### config.mk
export PLATFORM = sky130hd
export DESIGN_NAME = spp_link
export DESIGN_NICKNAME = d
export VERILOG_FILES = /design/src/rtl/spp_pkg.sv /design/src/rtl/spp_edge.sv /design/src/rtl/spp_link.sv /design/src/rtl/spp_sync.sv
export SDC_FILE = /design/constraint.sdc
export NUM_CORES = 1
export LEC_CHECK = 0
export BUFFER_PORTS_ARGS = -buffer_cell sky130_fd_sc_hd__buf_4
export CAP_MARGIN = 25
export CORE_ASPECT_RATIO = 1.75
export CORE_UTILIZATION = 50
export DETAILED_ROUTE_END_ITERATION = 16
export GPL_TIMING_DRIVEN = 0
export HOLD_SLACK_MARGIN = 0.03
export PLACE_DENSITY = 0.68
export SYNTH_ARGS = -nofsm -noshare
export SYNTH_HDL_FRONTEND = slang
export SYNTH_SLANG_ARGS = --single-unit
### constraint.sdc
create_clock -name clock -period 5.5 [get_ports clock]
set_input_delay 1.1 -clock clock [delete_from_list [all_inputs] [get_ports clock]]
set_output_delay 1.1 -clock clock [all_outputs]
set_load 0.03 [all_outputs]
### src/rtl/spp_pkg.sv
/*
  Shared constants for the serial programming port physical layer and
  message framing: frame layout, break length, guard time and message
  lengths.
  Assumes a single system clock that oversamples the programmer clock.
*/
package spp_pkg;
  // frame layout
  localparam int unsigned SPP_DATA_BITS   = 8;
  localparam int unsigned SPP_STOP_BITS   = 2;
  localparam int unsigned SPP_FRAME_BITS  = 1 + SPP_DATA_BITS + 1 + SPP_STOP_BITS;
  localparam int unsigned SPP_BREAK_BITS  = 12;
  // direction change
  localparam int unsigned SPP_GUARD_MIN   = 2;
  localparam logic [7:0]  SPP_GUARD_RESET = 8'h80;
  // message lengths
  localparam logic [7:0]  SPP_KEY_OPCODE  = 8'hE0;
  localparam logic [3:0]  SPP_KEY_OPERANDS = 4'h8;
  localparam logic [3:0]  SPP_STD_OPERANDS = 4'h1;
  // idle counter width and reset values
  localparam int unsigned SPP_CNT_W       = 9;
  localparam logic        SPP_LINE_IDLE   = 1'b1;

  typedef enum logic [1:0] {SPP_RX_MODE, SPP_TX_GUARD, SPP_TX_SHIFT} spp_phy_mode_type;
endpackage

### src/rtl/spp_edge.sv
/*
  Edge finder on an already synchronised programmer clock.
  Assumes the input has passed the two-flop synchroniser.
*/
`timescale 1ns/10ps
module spp_edge
  import spp_pkg::*;
(
  input  wire logic clock,
  input  wire logic rst_b,
  input  wire logic level_in,
  output logic      rise_pulse,
  output logic      fall_pulse
);
  logic last_r;
  logic last_nxt;

  // previous level; edges compare against it
  always_comb
  begin
    last_nxt   = level_in;
    rise_pulse = level_in & ~last_r;
    fall_pulse = ~level_in & last_r;
  end

  always_ff @(posedge clock or negedge rst_b)
  begin
    if (!rst_b)
      last_r <= 1'b1;  // programmer clock idles high; no false edge after reset
    else
      last_r <= last_nxt;
  end
endmodule

### src/rtl/spp_link.sv
/*
  Physical layer and message framing of the serial programming port.
  Receives and sends fixed frames on one open data line, finds parity,
  frame, break and collision exceptions, inserts a turnaround guard and
  keeps the access layer's message direction and error state.
  Assumes the programmer clock and data line are asynchronous pins
  sampled by the 100 MHz clock, and that the access layer upstream
  supplies reply bytes on tx_byte whenever tx_byte_req is seen.
*/
// Notes on behaviour
// - frame is start, eight data, parity, two stops
// - data bits go least significant first
// - start bit low, both stop bits high
// - parity is even over the eight bits
// - break is twelve or more low bits
// - drive on falling, sample on rising edge
// - receive mode after reset; access layer switches
// - shift each rising edge through second stop
// - stop bit low gives frame error
// - parity mismatch at frame end gives error
// - all-zero frame gives break exception
// - parity or frame exception enters error, receive mode
// - load shift register, send one frame per byte
// - drive zeros; ones driven one period only
// - released line sampled low means collision
// - collision stops driver, error until break
// - guard plus two idle bits before first reply start
// - guard defaults to 128 bit periods
// - messages start with programmer instruction byte
// - write messages inbound; read messages answered
// - one operand, key takes eight operands
// - error state cleared only by a break
`timescale 1ns/10ps
module spp_link
  import spp_pkg::*;
(
  input  wire logic       clock,
  input  wire logic       rst_b,
  input  wire logic       prog_clk,
  input  wire logic       prog_data_line_in,
  output logic            prog_data_line_out,
  output logic            prog_data_line_oe,
  input  wire logic [7:0] guard_time,
  input  wire logic       guard_load,
  input  wire logic       instr_is_read,
  input  wire logic [7:0] tx_byte,
  output logic            tx_byte_req,
  output logic [7:0]      rx_byte,
  output logic            rx_valid,
  output logic            rx_is_instr,
  output logic            frame_err,
  output logic            parity_err,
  output logic            break_seen,
  output logic            collision,
  output logic            error_state,
  output logic            tx_mode
);
  // ---------------------------------------------------------------
  // pin sampling
  // ---------------------------------------------------------------
  logic clk_s;
  logic data_s;
  logic rise;
  logic fall;

  // clock idles high; reset value matches so no edge appears at release
  spp_sync #(.RESET_VAL(1'b1)) u_clk_sync
  (
    .clock    (clock),
    .rst_b    (rst_b),
    .async_in (prog_clk),
    .sync_out (clk_s)
  );

  spp_sync #(.RESET_VAL(SPP_LINE_IDLE)) u_dat_sync
  (
    .clock    (clock),
    .rst_b    (rst_b),
    .async_in (prog_data_line_in),
    .sync_out (data_s)
  );

  spp_edge u_edge
  (
    .clock      (clock),
    .rst_b      (rst_b),
    .level_in   (clk_s),
    .rise_pulse (rise),
    .fall_pulse (fall)
  );

  // ---------------------------------------------------------------
  // state
  // ---------------------------------------------------------------
  spp_phy_mode_type  mode_r,   mode_nxt;
  logic              busy_r,   busy_nxt;
  logic [3:0]        bit_r,    bit_nxt;
  logic [11:0]       sh_r,     sh_nxt;
  logic              par_r,    par_nxt;
  logic [SPP_CNT_W-1:0] idle_r, idle_nxt;
  logic [4:0]        low_r,    low_nxt;
  logic [7:0]        guard_r,  guard_nxt;
  logic              err_r,    err_nxt;
  logic [3:0]        ops_r,    ops_nxt;
  logic              drv_r,    drv_nxt;
  logic              oe_r,     oe_nxt;
  logic [7:0]        rxb_nxt;
  logic              rxv_nxt, rxi_nxt, fe_nxt, pe_nxt, bk_nxt, col_nxt, req_nxt;
  logic [11:0]       frame_w;
  logic              bad_w;

  // ---------------------------------------------------------------
  // receiver, transmitter and message control
  // ---------------------------------------------------------------
  // one process: mode changes and shifting share the same bit edges
  always_comb
  begin
    mode_nxt  = mode_r;
    busy_nxt  = busy_r;
    bit_nxt   = bit_r;
    sh_nxt    = sh_r;
    par_nxt   = par_r;
    idle_nxt  = idle_r;
    low_nxt   = low_r;
    guard_nxt = guard_load ? guard_time : guard_r;
    err_nxt   = err_r;
    ops_nxt   = ops_r;
    drv_nxt   = drv_r;
    oe_nxt    = oe_r;
    rxb_nxt   = rx_byte;
    rxv_nxt   = 1'b0;
    rxi_nxt   = rx_is_instr;
    fe_nxt    = 1'b0;
    pe_nxt    = 1'b0;
    bk_nxt    = 1'b0;
    col_nxt   = 1'b0;
    req_nxt   = 1'b0;
    frame_w   = {data_s, sh_r[11:1]};
    bad_w     = 1'b0;
    unique case (mode_r)
      SPP_RX_MODE:
      begin
        if (rise)
        begin
          // low run length, saturating at 31; a break still needs the whole frame low
          low_nxt = data_s ? 5'h00 : ((low_r == 5'h1F) ? low_r : low_r + 5'h01);
          if (!busy_r)
          begin
            if (!data_s)
            begin
              busy_nxt = 1'b1;
              bit_nxt  = 4'h1;
              sh_nxt   = 12'h000;
              par_nxt  = 1'b0;
            end
          end
          else
          begin
            sh_nxt  = frame_w;
            bit_nxt = bit_r + 4'h1;
            if (bit_r <= 4'(SPP_DATA_BITS))
              par_nxt = par_r ^ data_s;
            if (bit_r == 4'(SPP_FRAME_BITS - 1))
            begin
              busy_nxt = 1'b0;
              // frame_w[11:1] holds d0..d7, parity, both stops
              if ((frame_w[11:1] == 11'h000) && (low_r >= 5'(SPP_FRAME_BITS - 2)))
              begin
                bk_nxt   = 1'b1;
                err_nxt  = 1'b0;
                ops_nxt  = 4'h0;
              end
              else if (!err_r)
              begin
                fe_nxt = ~(frame_w[10] & frame_w[11]);
                pe_nxt = par_r ^ frame_w[9];
                bad_w  = fe_nxt | pe_nxt;
                if (bad_w)
                  err_nxt = 1'b1;
                else
                begin
                  rxb_nxt = frame_w[8:1];
                  rxv_nxt = 1'b1;
                  rxi_nxt = (ops_r == 4'h0);
                  if (ops_r == 4'h0)
                  begin
                    ops_nxt = (frame_w[8:1] == SPP_KEY_OPCODE) ? SPP_KEY_OPERANDS
                                                               : SPP_STD_OPERANDS;
                    if (instr_is_read)
                    begin
                      mode_nxt = SPP_TX_GUARD;
                      idle_nxt = SPP_CNT_W'(guard_r) + SPP_CNT_W'(SPP_GUARD_MIN);
                      req_nxt  = 1'b1;
                    end
                  end
                  else
                    ops_nxt = ops_r - 4'h1;
                end
              end
            end
          end
        end
      end
      SPP_TX_GUARD:
      begin
        // line released and high during the guard
        if (fall)
        begin
          // each fall with a count left is one idle bit; start follows
          if (idle_r == '0)
          begin
            mode_nxt  = SPP_TX_SHIFT;
            sh_nxt    = {2'b11, ^tx_byte, tx_byte, 1'b0};
            bit_nxt   = 4'h0;
            drv_nxt   = 1'b0;
            oe_nxt    = 1'b1;
          end
          else
            idle_nxt = idle_r - SPP_CNT_W'(1);
        end
      end
      SPP_TX_SHIFT:
      begin
        if (rise && !oe_r && !data_s)
        begin
          // released line pulled low by the far end
          col_nxt  = 1'b1;
          err_nxt  = 1'b1;
          oe_nxt   = 1'b0;
          drv_nxt  = SPP_LINE_IDLE;
          mode_nxt = SPP_RX_MODE;
          ops_nxt  = 4'h0;
          busy_nxt = 1'b0;
        end
        else if (fall)
        begin
          if (bit_r == 4'(SPP_FRAME_BITS - 1))
          begin
            oe_nxt  = 1'b0;
            drv_nxt = SPP_LINE_IDLE;
            ops_nxt = ops_r - 4'h1;
            if (ops_r == 4'h1)
            begin
              mode_nxt = SPP_RX_MODE;
              busy_nxt = 1'b0;
            end
            else
            begin
              mode_nxt = SPP_TX_GUARD;
              idle_nxt = '0;  // the closing fall itself is the one idle bit
              req_nxt  = 1'b1;
            end
          end
          else
          begin
            bit_nxt   = bit_r + 4'h1;
            drv_nxt   = sh_r[1];
            // ones after a one are left to the pull-up
            oe_nxt    = ~sh_r[1] | ~sh_r[0];
            sh_nxt    = {1'b1, sh_r[11:1]};
          end
        end
      end
    endcase
  end

  // registered state and outputs
  always_ff @(posedge clock or negedge rst_b)
  begin
    if (!rst_b)
    begin
      mode_r             <= SPP_RX_MODE;
      busy_r             <= 1'b0;
      bit_r              <= 4'h0;
      sh_r               <= 12'h000;
      par_r              <= 1'b0;
      idle_r             <= '0;
      low_r              <= 5'h00;
      guard_r            <= SPP_GUARD_RESET;
      err_r              <= 1'b0;
      ops_r              <= 4'h0;
      drv_r              <= SPP_LINE_IDLE;
      oe_r               <= 1'b0;
      rx_byte            <= 8'h00;
      rx_valid           <= 1'b0;
      rx_is_instr        <= 1'b0;
      frame_err          <= 1'b0;
      parity_err         <= 1'b0;
      break_seen         <= 1'b0;
      collision          <= 1'b0;
      tx_byte_req        <= 1'b0;
    end
    else
    begin
      mode_r             <= mode_nxt;
      busy_r             <= busy_nxt;
      bit_r              <= bit_nxt;
      sh_r               <= sh_nxt;
      par_r              <= par_nxt;
      idle_r             <= idle_nxt;
      low_r              <= low_nxt;
      guard_r            <= guard_nxt;
      err_r              <= err_nxt;
      ops_r              <= ops_nxt;
      drv_r              <= drv_nxt;
      oe_r               <= oe_nxt;
      rx_byte            <= rxb_nxt;
      rx_valid           <= rxv_nxt;
      rx_is_instr        <= rxi_nxt;
      frame_err          <= fe_nxt;
      parity_err         <= pe_nxt;
      break_seen         <= bk_nxt;
      collision          <= col_nxt;
      tx_byte_req        <= req_nxt;
    end
  end

  // pin and status views, all from flops
  always_comb
  begin
    prog_data_line_out = drv_r;
    prog_data_line_oe  = oe_r;
    error_state        = err_r;
    tx_mode            = (mode_r != SPP_RX_MODE);
  end
endmodule

### src/rtl/spp_sync.sv
/*
  Two-flop synchroniser for a level that arrives from outside the
  clock domain.
  Assumes the input is a plain level; the first flop feeds only the second.
*/
`timescale 1ns/10ps
module spp_sync
  import spp_pkg::*;
#(
  parameter logic RESET_VAL = 1'b0
)(
  input  wire logic clock,
  input  wire logic rst_b,
  input  wire logic async_in,
  output logic      sync_out
);
  logic meta_r;
  logic meta_nxt;
  logic sync_nxt;

  // ---------------------------------------------------------------
  // two register stages
  // ---------------------------------------------------------------
  always_comb
  begin
    meta_nxt = async_in;
    sync_nxt = meta_r;
  end

  always_ff @(posedge clock or negedge rst_b)
  begin
    if (!rst_b)
    begin
      meta_r   <= RESET_VAL;
      sync_out <= RESET_VAL;
    end
    else
    begin
      meta_r   <= meta_nxt;
      sync_out <= sync_nxt;
    end
  end
endmodule

==> run_results.csv <==
group,metric,value,unit
place,dp_slack,2.874,ns
place,hpwl,6.033,mm
logic_synthesis,synthCells,379,
logic_synthesis,yosysUniqueCellTypes,59,
cts,clkTransAtPathRegs,0.05,ns
logic_synthesis,avgSynthCellArea,9.745,um2
logic_synthesis,synth_nets,414,
worst_setup_path,crit_end,"tx_mode",
cts,cts_root_buffer,"clkbuf_16",
run_status,status,"finished clean",
finish,post-route-util,61.76,%
worst_setup_path,crit_path_end_kind,"output pin",
detailed_routing,vias,3056,
sta,setup-violations-final,0,
cts,cts.path.max_buffers,2,
cts,cts_tree,"done",
cts,cts.sinks,69,
cts,post_cts_resized,0,
sta,max-slew-margin-rel,43.48,%
sta,fin_crit,2.812,ns
finish,antenna_cells,0,
sta,post-route-period-util,51.13,%
logic_synthesis,synth_area,3694,um2
finish,layout_commonest_cell,"dfrtp_1",
sta,hold_violations,0,
cts,htreeDepth,3,
worst_setup_path,ff2ff_path_depth,8,
die,die_height,115.7,um
pwr,powerDensity,562.4,nW/um2
sta,finalWorstSetupSlack,2.688,ns
finish,nets,464,
worst_setup_path,crit_type,"flip-flop to output pin",
sta,worst_pin_slew,0.8479,ns
die,dieArea,7748,um2
sta,rsz0062_at_grt,"false",
worst_setup_path,worstReg2RegStart,"mode_r[1]$_DFFE_PN0P_",
hold_path,hold_depth,0,
worst_setup_path,startpoint_type,"flip-flop",
cts,hold_buffers,0,
die,rows,41,
flow_run,cap_viol_max_count,0,
finish,drive_above_1_share,22.35,%
sta,fmax,0.3556,GHz
global_route,grt_pass1_vias,2969,
detailed_routing,drt_iter0_markers,222,
detailed_routing,drc_errors,0,
logic_synthesis,synth-async-reset-ratio,100.0,%
detailed_routing,wirelength,8.432,mm
sta,setup_tns,0,ns
global_route,grt_max_degree,70,
die,initial_core_util,51.43,%
cts,cts_buffers,9,
pwr,ir_worst_vdd,0.0002795,V
global_route,antenna_found_initial,0,
global_route,grt_overflow,0,
sta,slew_violations,0,
die,num_io_pins,41,
place,numPortBuffers,39,
detailed_routing,avgRoutedWirePerCell,16.22,um
sta,fin_skew,0.008571,ns
logic_synthesis,synth_seq_area_share,46.99,%
detailed_routing,routed_via_density,5.877,
cts,cts_setup_buffers,0,
worst_setup_path,worstPathMaxFanout,9,
die,core-area,7182,um2
worst_setup_path,startpoint,"mode_r[1]$_DFFE_PN0P_",
worst_setup_path,r2r_end,"rx_byte[3]$_DFFE_PN0P_",
detailed_routing,drt_pass1_iterations,6,
finish,layout_common_cells,"62 x dfrtp_1, 40 x buf_4, 36 x nor2_1, 36 x a21oi_1, 29 x o21ai_0",
finish,area_delta_synth_final,20.09,%
logic_synthesis,synth_edf_count,0,
worst_setup_path,crit_required,4.40,ns
global_route,grtUsageTotal,23.93,%
detailed_routing,detail-route-antenna-nets,0,
logic_synthesis,synth_ff_type,"dfrtp_1",
logic_synthesis,synth_warnings,0,
worst_setup_path,r2r_slack,2.87,ns
place,gp_congestion,0.9134,
global_route,grt_pass1_wl,13.57,mm
die,fp.dieW,66.97,um
logic_synthesis,ys_seq_elements,69,
cts,clock_latency,0.34,ns
pwr,p_leak,1.942,nW
hold_path,hp-class,"flip-flop to flip-flop",
worst_setup_path,arrival,1.71,ns
-- cell families (layout without fill, tap and decap cells) --
logic type	count (synthesis)	after routing	share of synthesized area [%]
buffers and inverters	36	91	3.930
muxes	19	19	5.759
xor gates and xnor gates	14	14	3.320
AOI/OAI and AO/OA	107	107	17.99
and+or+nand+nor	121	121	17.62
adders and majority gates	13	13	4.404
DFF	69	69	46.99
-- state kept, by name, summed over array words and instances (netlist names), 2 cells and up --
signal / flops
idle_r: 9
guard_r: 8
sh_r: 12
ops_r: 4
low_r: 5
mode_r: 2
bit_r: 4
rx_byte: 8
-- metal layers --
metal	track usage, %	share of wire (%)	vias to the layer above
met5	0	0	-
met4	18.58	4.3	0
li1	-	-	1462
met3	3.642	2.8	29
met2	42.49	55	80
met1	24.09	38	1485
-- cells in the mapped netlist (2+ instances only) --
master,n,share of area [%]
dfrtp_1,62,42
a21oi_1,36,4.9
nor2_1,36,3.7
o21ai_0,29,3.9
nand2_1,22,2.2
inv_1,19,1.9
mux2_2,18,5.5
nor3_1,15,2.0
ha_1,13,4.4
a22oi_1,11,2.2
nand3_1,11,1.5
xnor2_1,11,2.6
clkbuf_1,10,1.0
dfstp_2,7,5.0
a31oi_1,5,0.85
buf_2,5,0.68
nand2b_1,5,0.85
nand3b_1,4,0.81
nor3b_1,4,0.81
and2_1,3,0.51
o22ai_1,3,0.51
or4_4,3,0.91
xor2_1,3,0.71
a32oi_1,2,0.47
nand4b_1,2,0.47
nor2_4,2,0.61
nor2b_1,2,0.34
nor4_1,2,0.34
nor4b_1,2,0.47
o211ai_1,2,0.41
o21ai_1,2,0.27
-- worst min path at each step --
| stage | end | slack (ns) | from |
|---|---|---|---|
| after global routing | u_dat_sync.sync_out$_DFF_PN1_ | 0.36 | u_dat_sync.meta_r$_DFF_PN1_ |
| after detailed placement | u_dat_sync.sync_out$_DFF_PN1_ | 0.35 | u_dat_sync.meta_r$_DFF_PN1_ |
| final | u_dat_sync.sync_out$_DFF_PN1_ | 0.35 | u_dat_sync.meta_r$_DFF_PN1_ |
| after CTS | u_dat_sync.sync_out$_DFF_PN1_ | 0.35 | u_dat_sync.meta_r$_DFF_PN1_ |
| after global placement | u_clk_sync.sync_out$_DFF_PN1_ | 0.35 | u_clk_sync.meta_r$_DFF_PN1_ |
| after floorplan | u_clk_sync.sync_out$_DFF_PN1_ | 0.35 | u_clk_sync.meta_r$_DFF_PN1_ |
-- critical path: stages, from the launching register on --
cell	delay, ns
dfrtp_1	0.39
inv_1	0.11
ha_1	0.15
clkbuf_1	0.34
inv_1	0.19
buf_4	0.21
-- per-stage QoR --
stage / area (um2) / hold WS [ns] / std cells / total power, mW
finish: 4436 / 0.3545 / 520 / 2.494
global route: 4436 / 0.3582 / 520 / 2.658
CTS: 4436 / 0.3548 / 520 / 2.509
detailed placement: 4094 / 0.3468 / 504 / 1.824
global placement: 4094 / 0.3465 / 504 / 1.795
floorplan: 3694 / 0.3452 / 379 / 1.535
-- report_power, final --
part	switching (mW)	internal, mW
clock network	0.209	0.454
logic	0.634	0.388
registers	0.152	0.656
total	0.996	1.50
-- final cells by class --
class                      count  area [um2]
multi-input combinational    274        1813
clock buffer                  12       246.5
fill                         638        2746
inverter                      20       75.07
tap                           86       107.6
buffer                        16       70.07
sequential                    69        1735
clock inverter                 4       95.09
timing repair buffer          39       292.8
(Power assumes the default switching activity.)
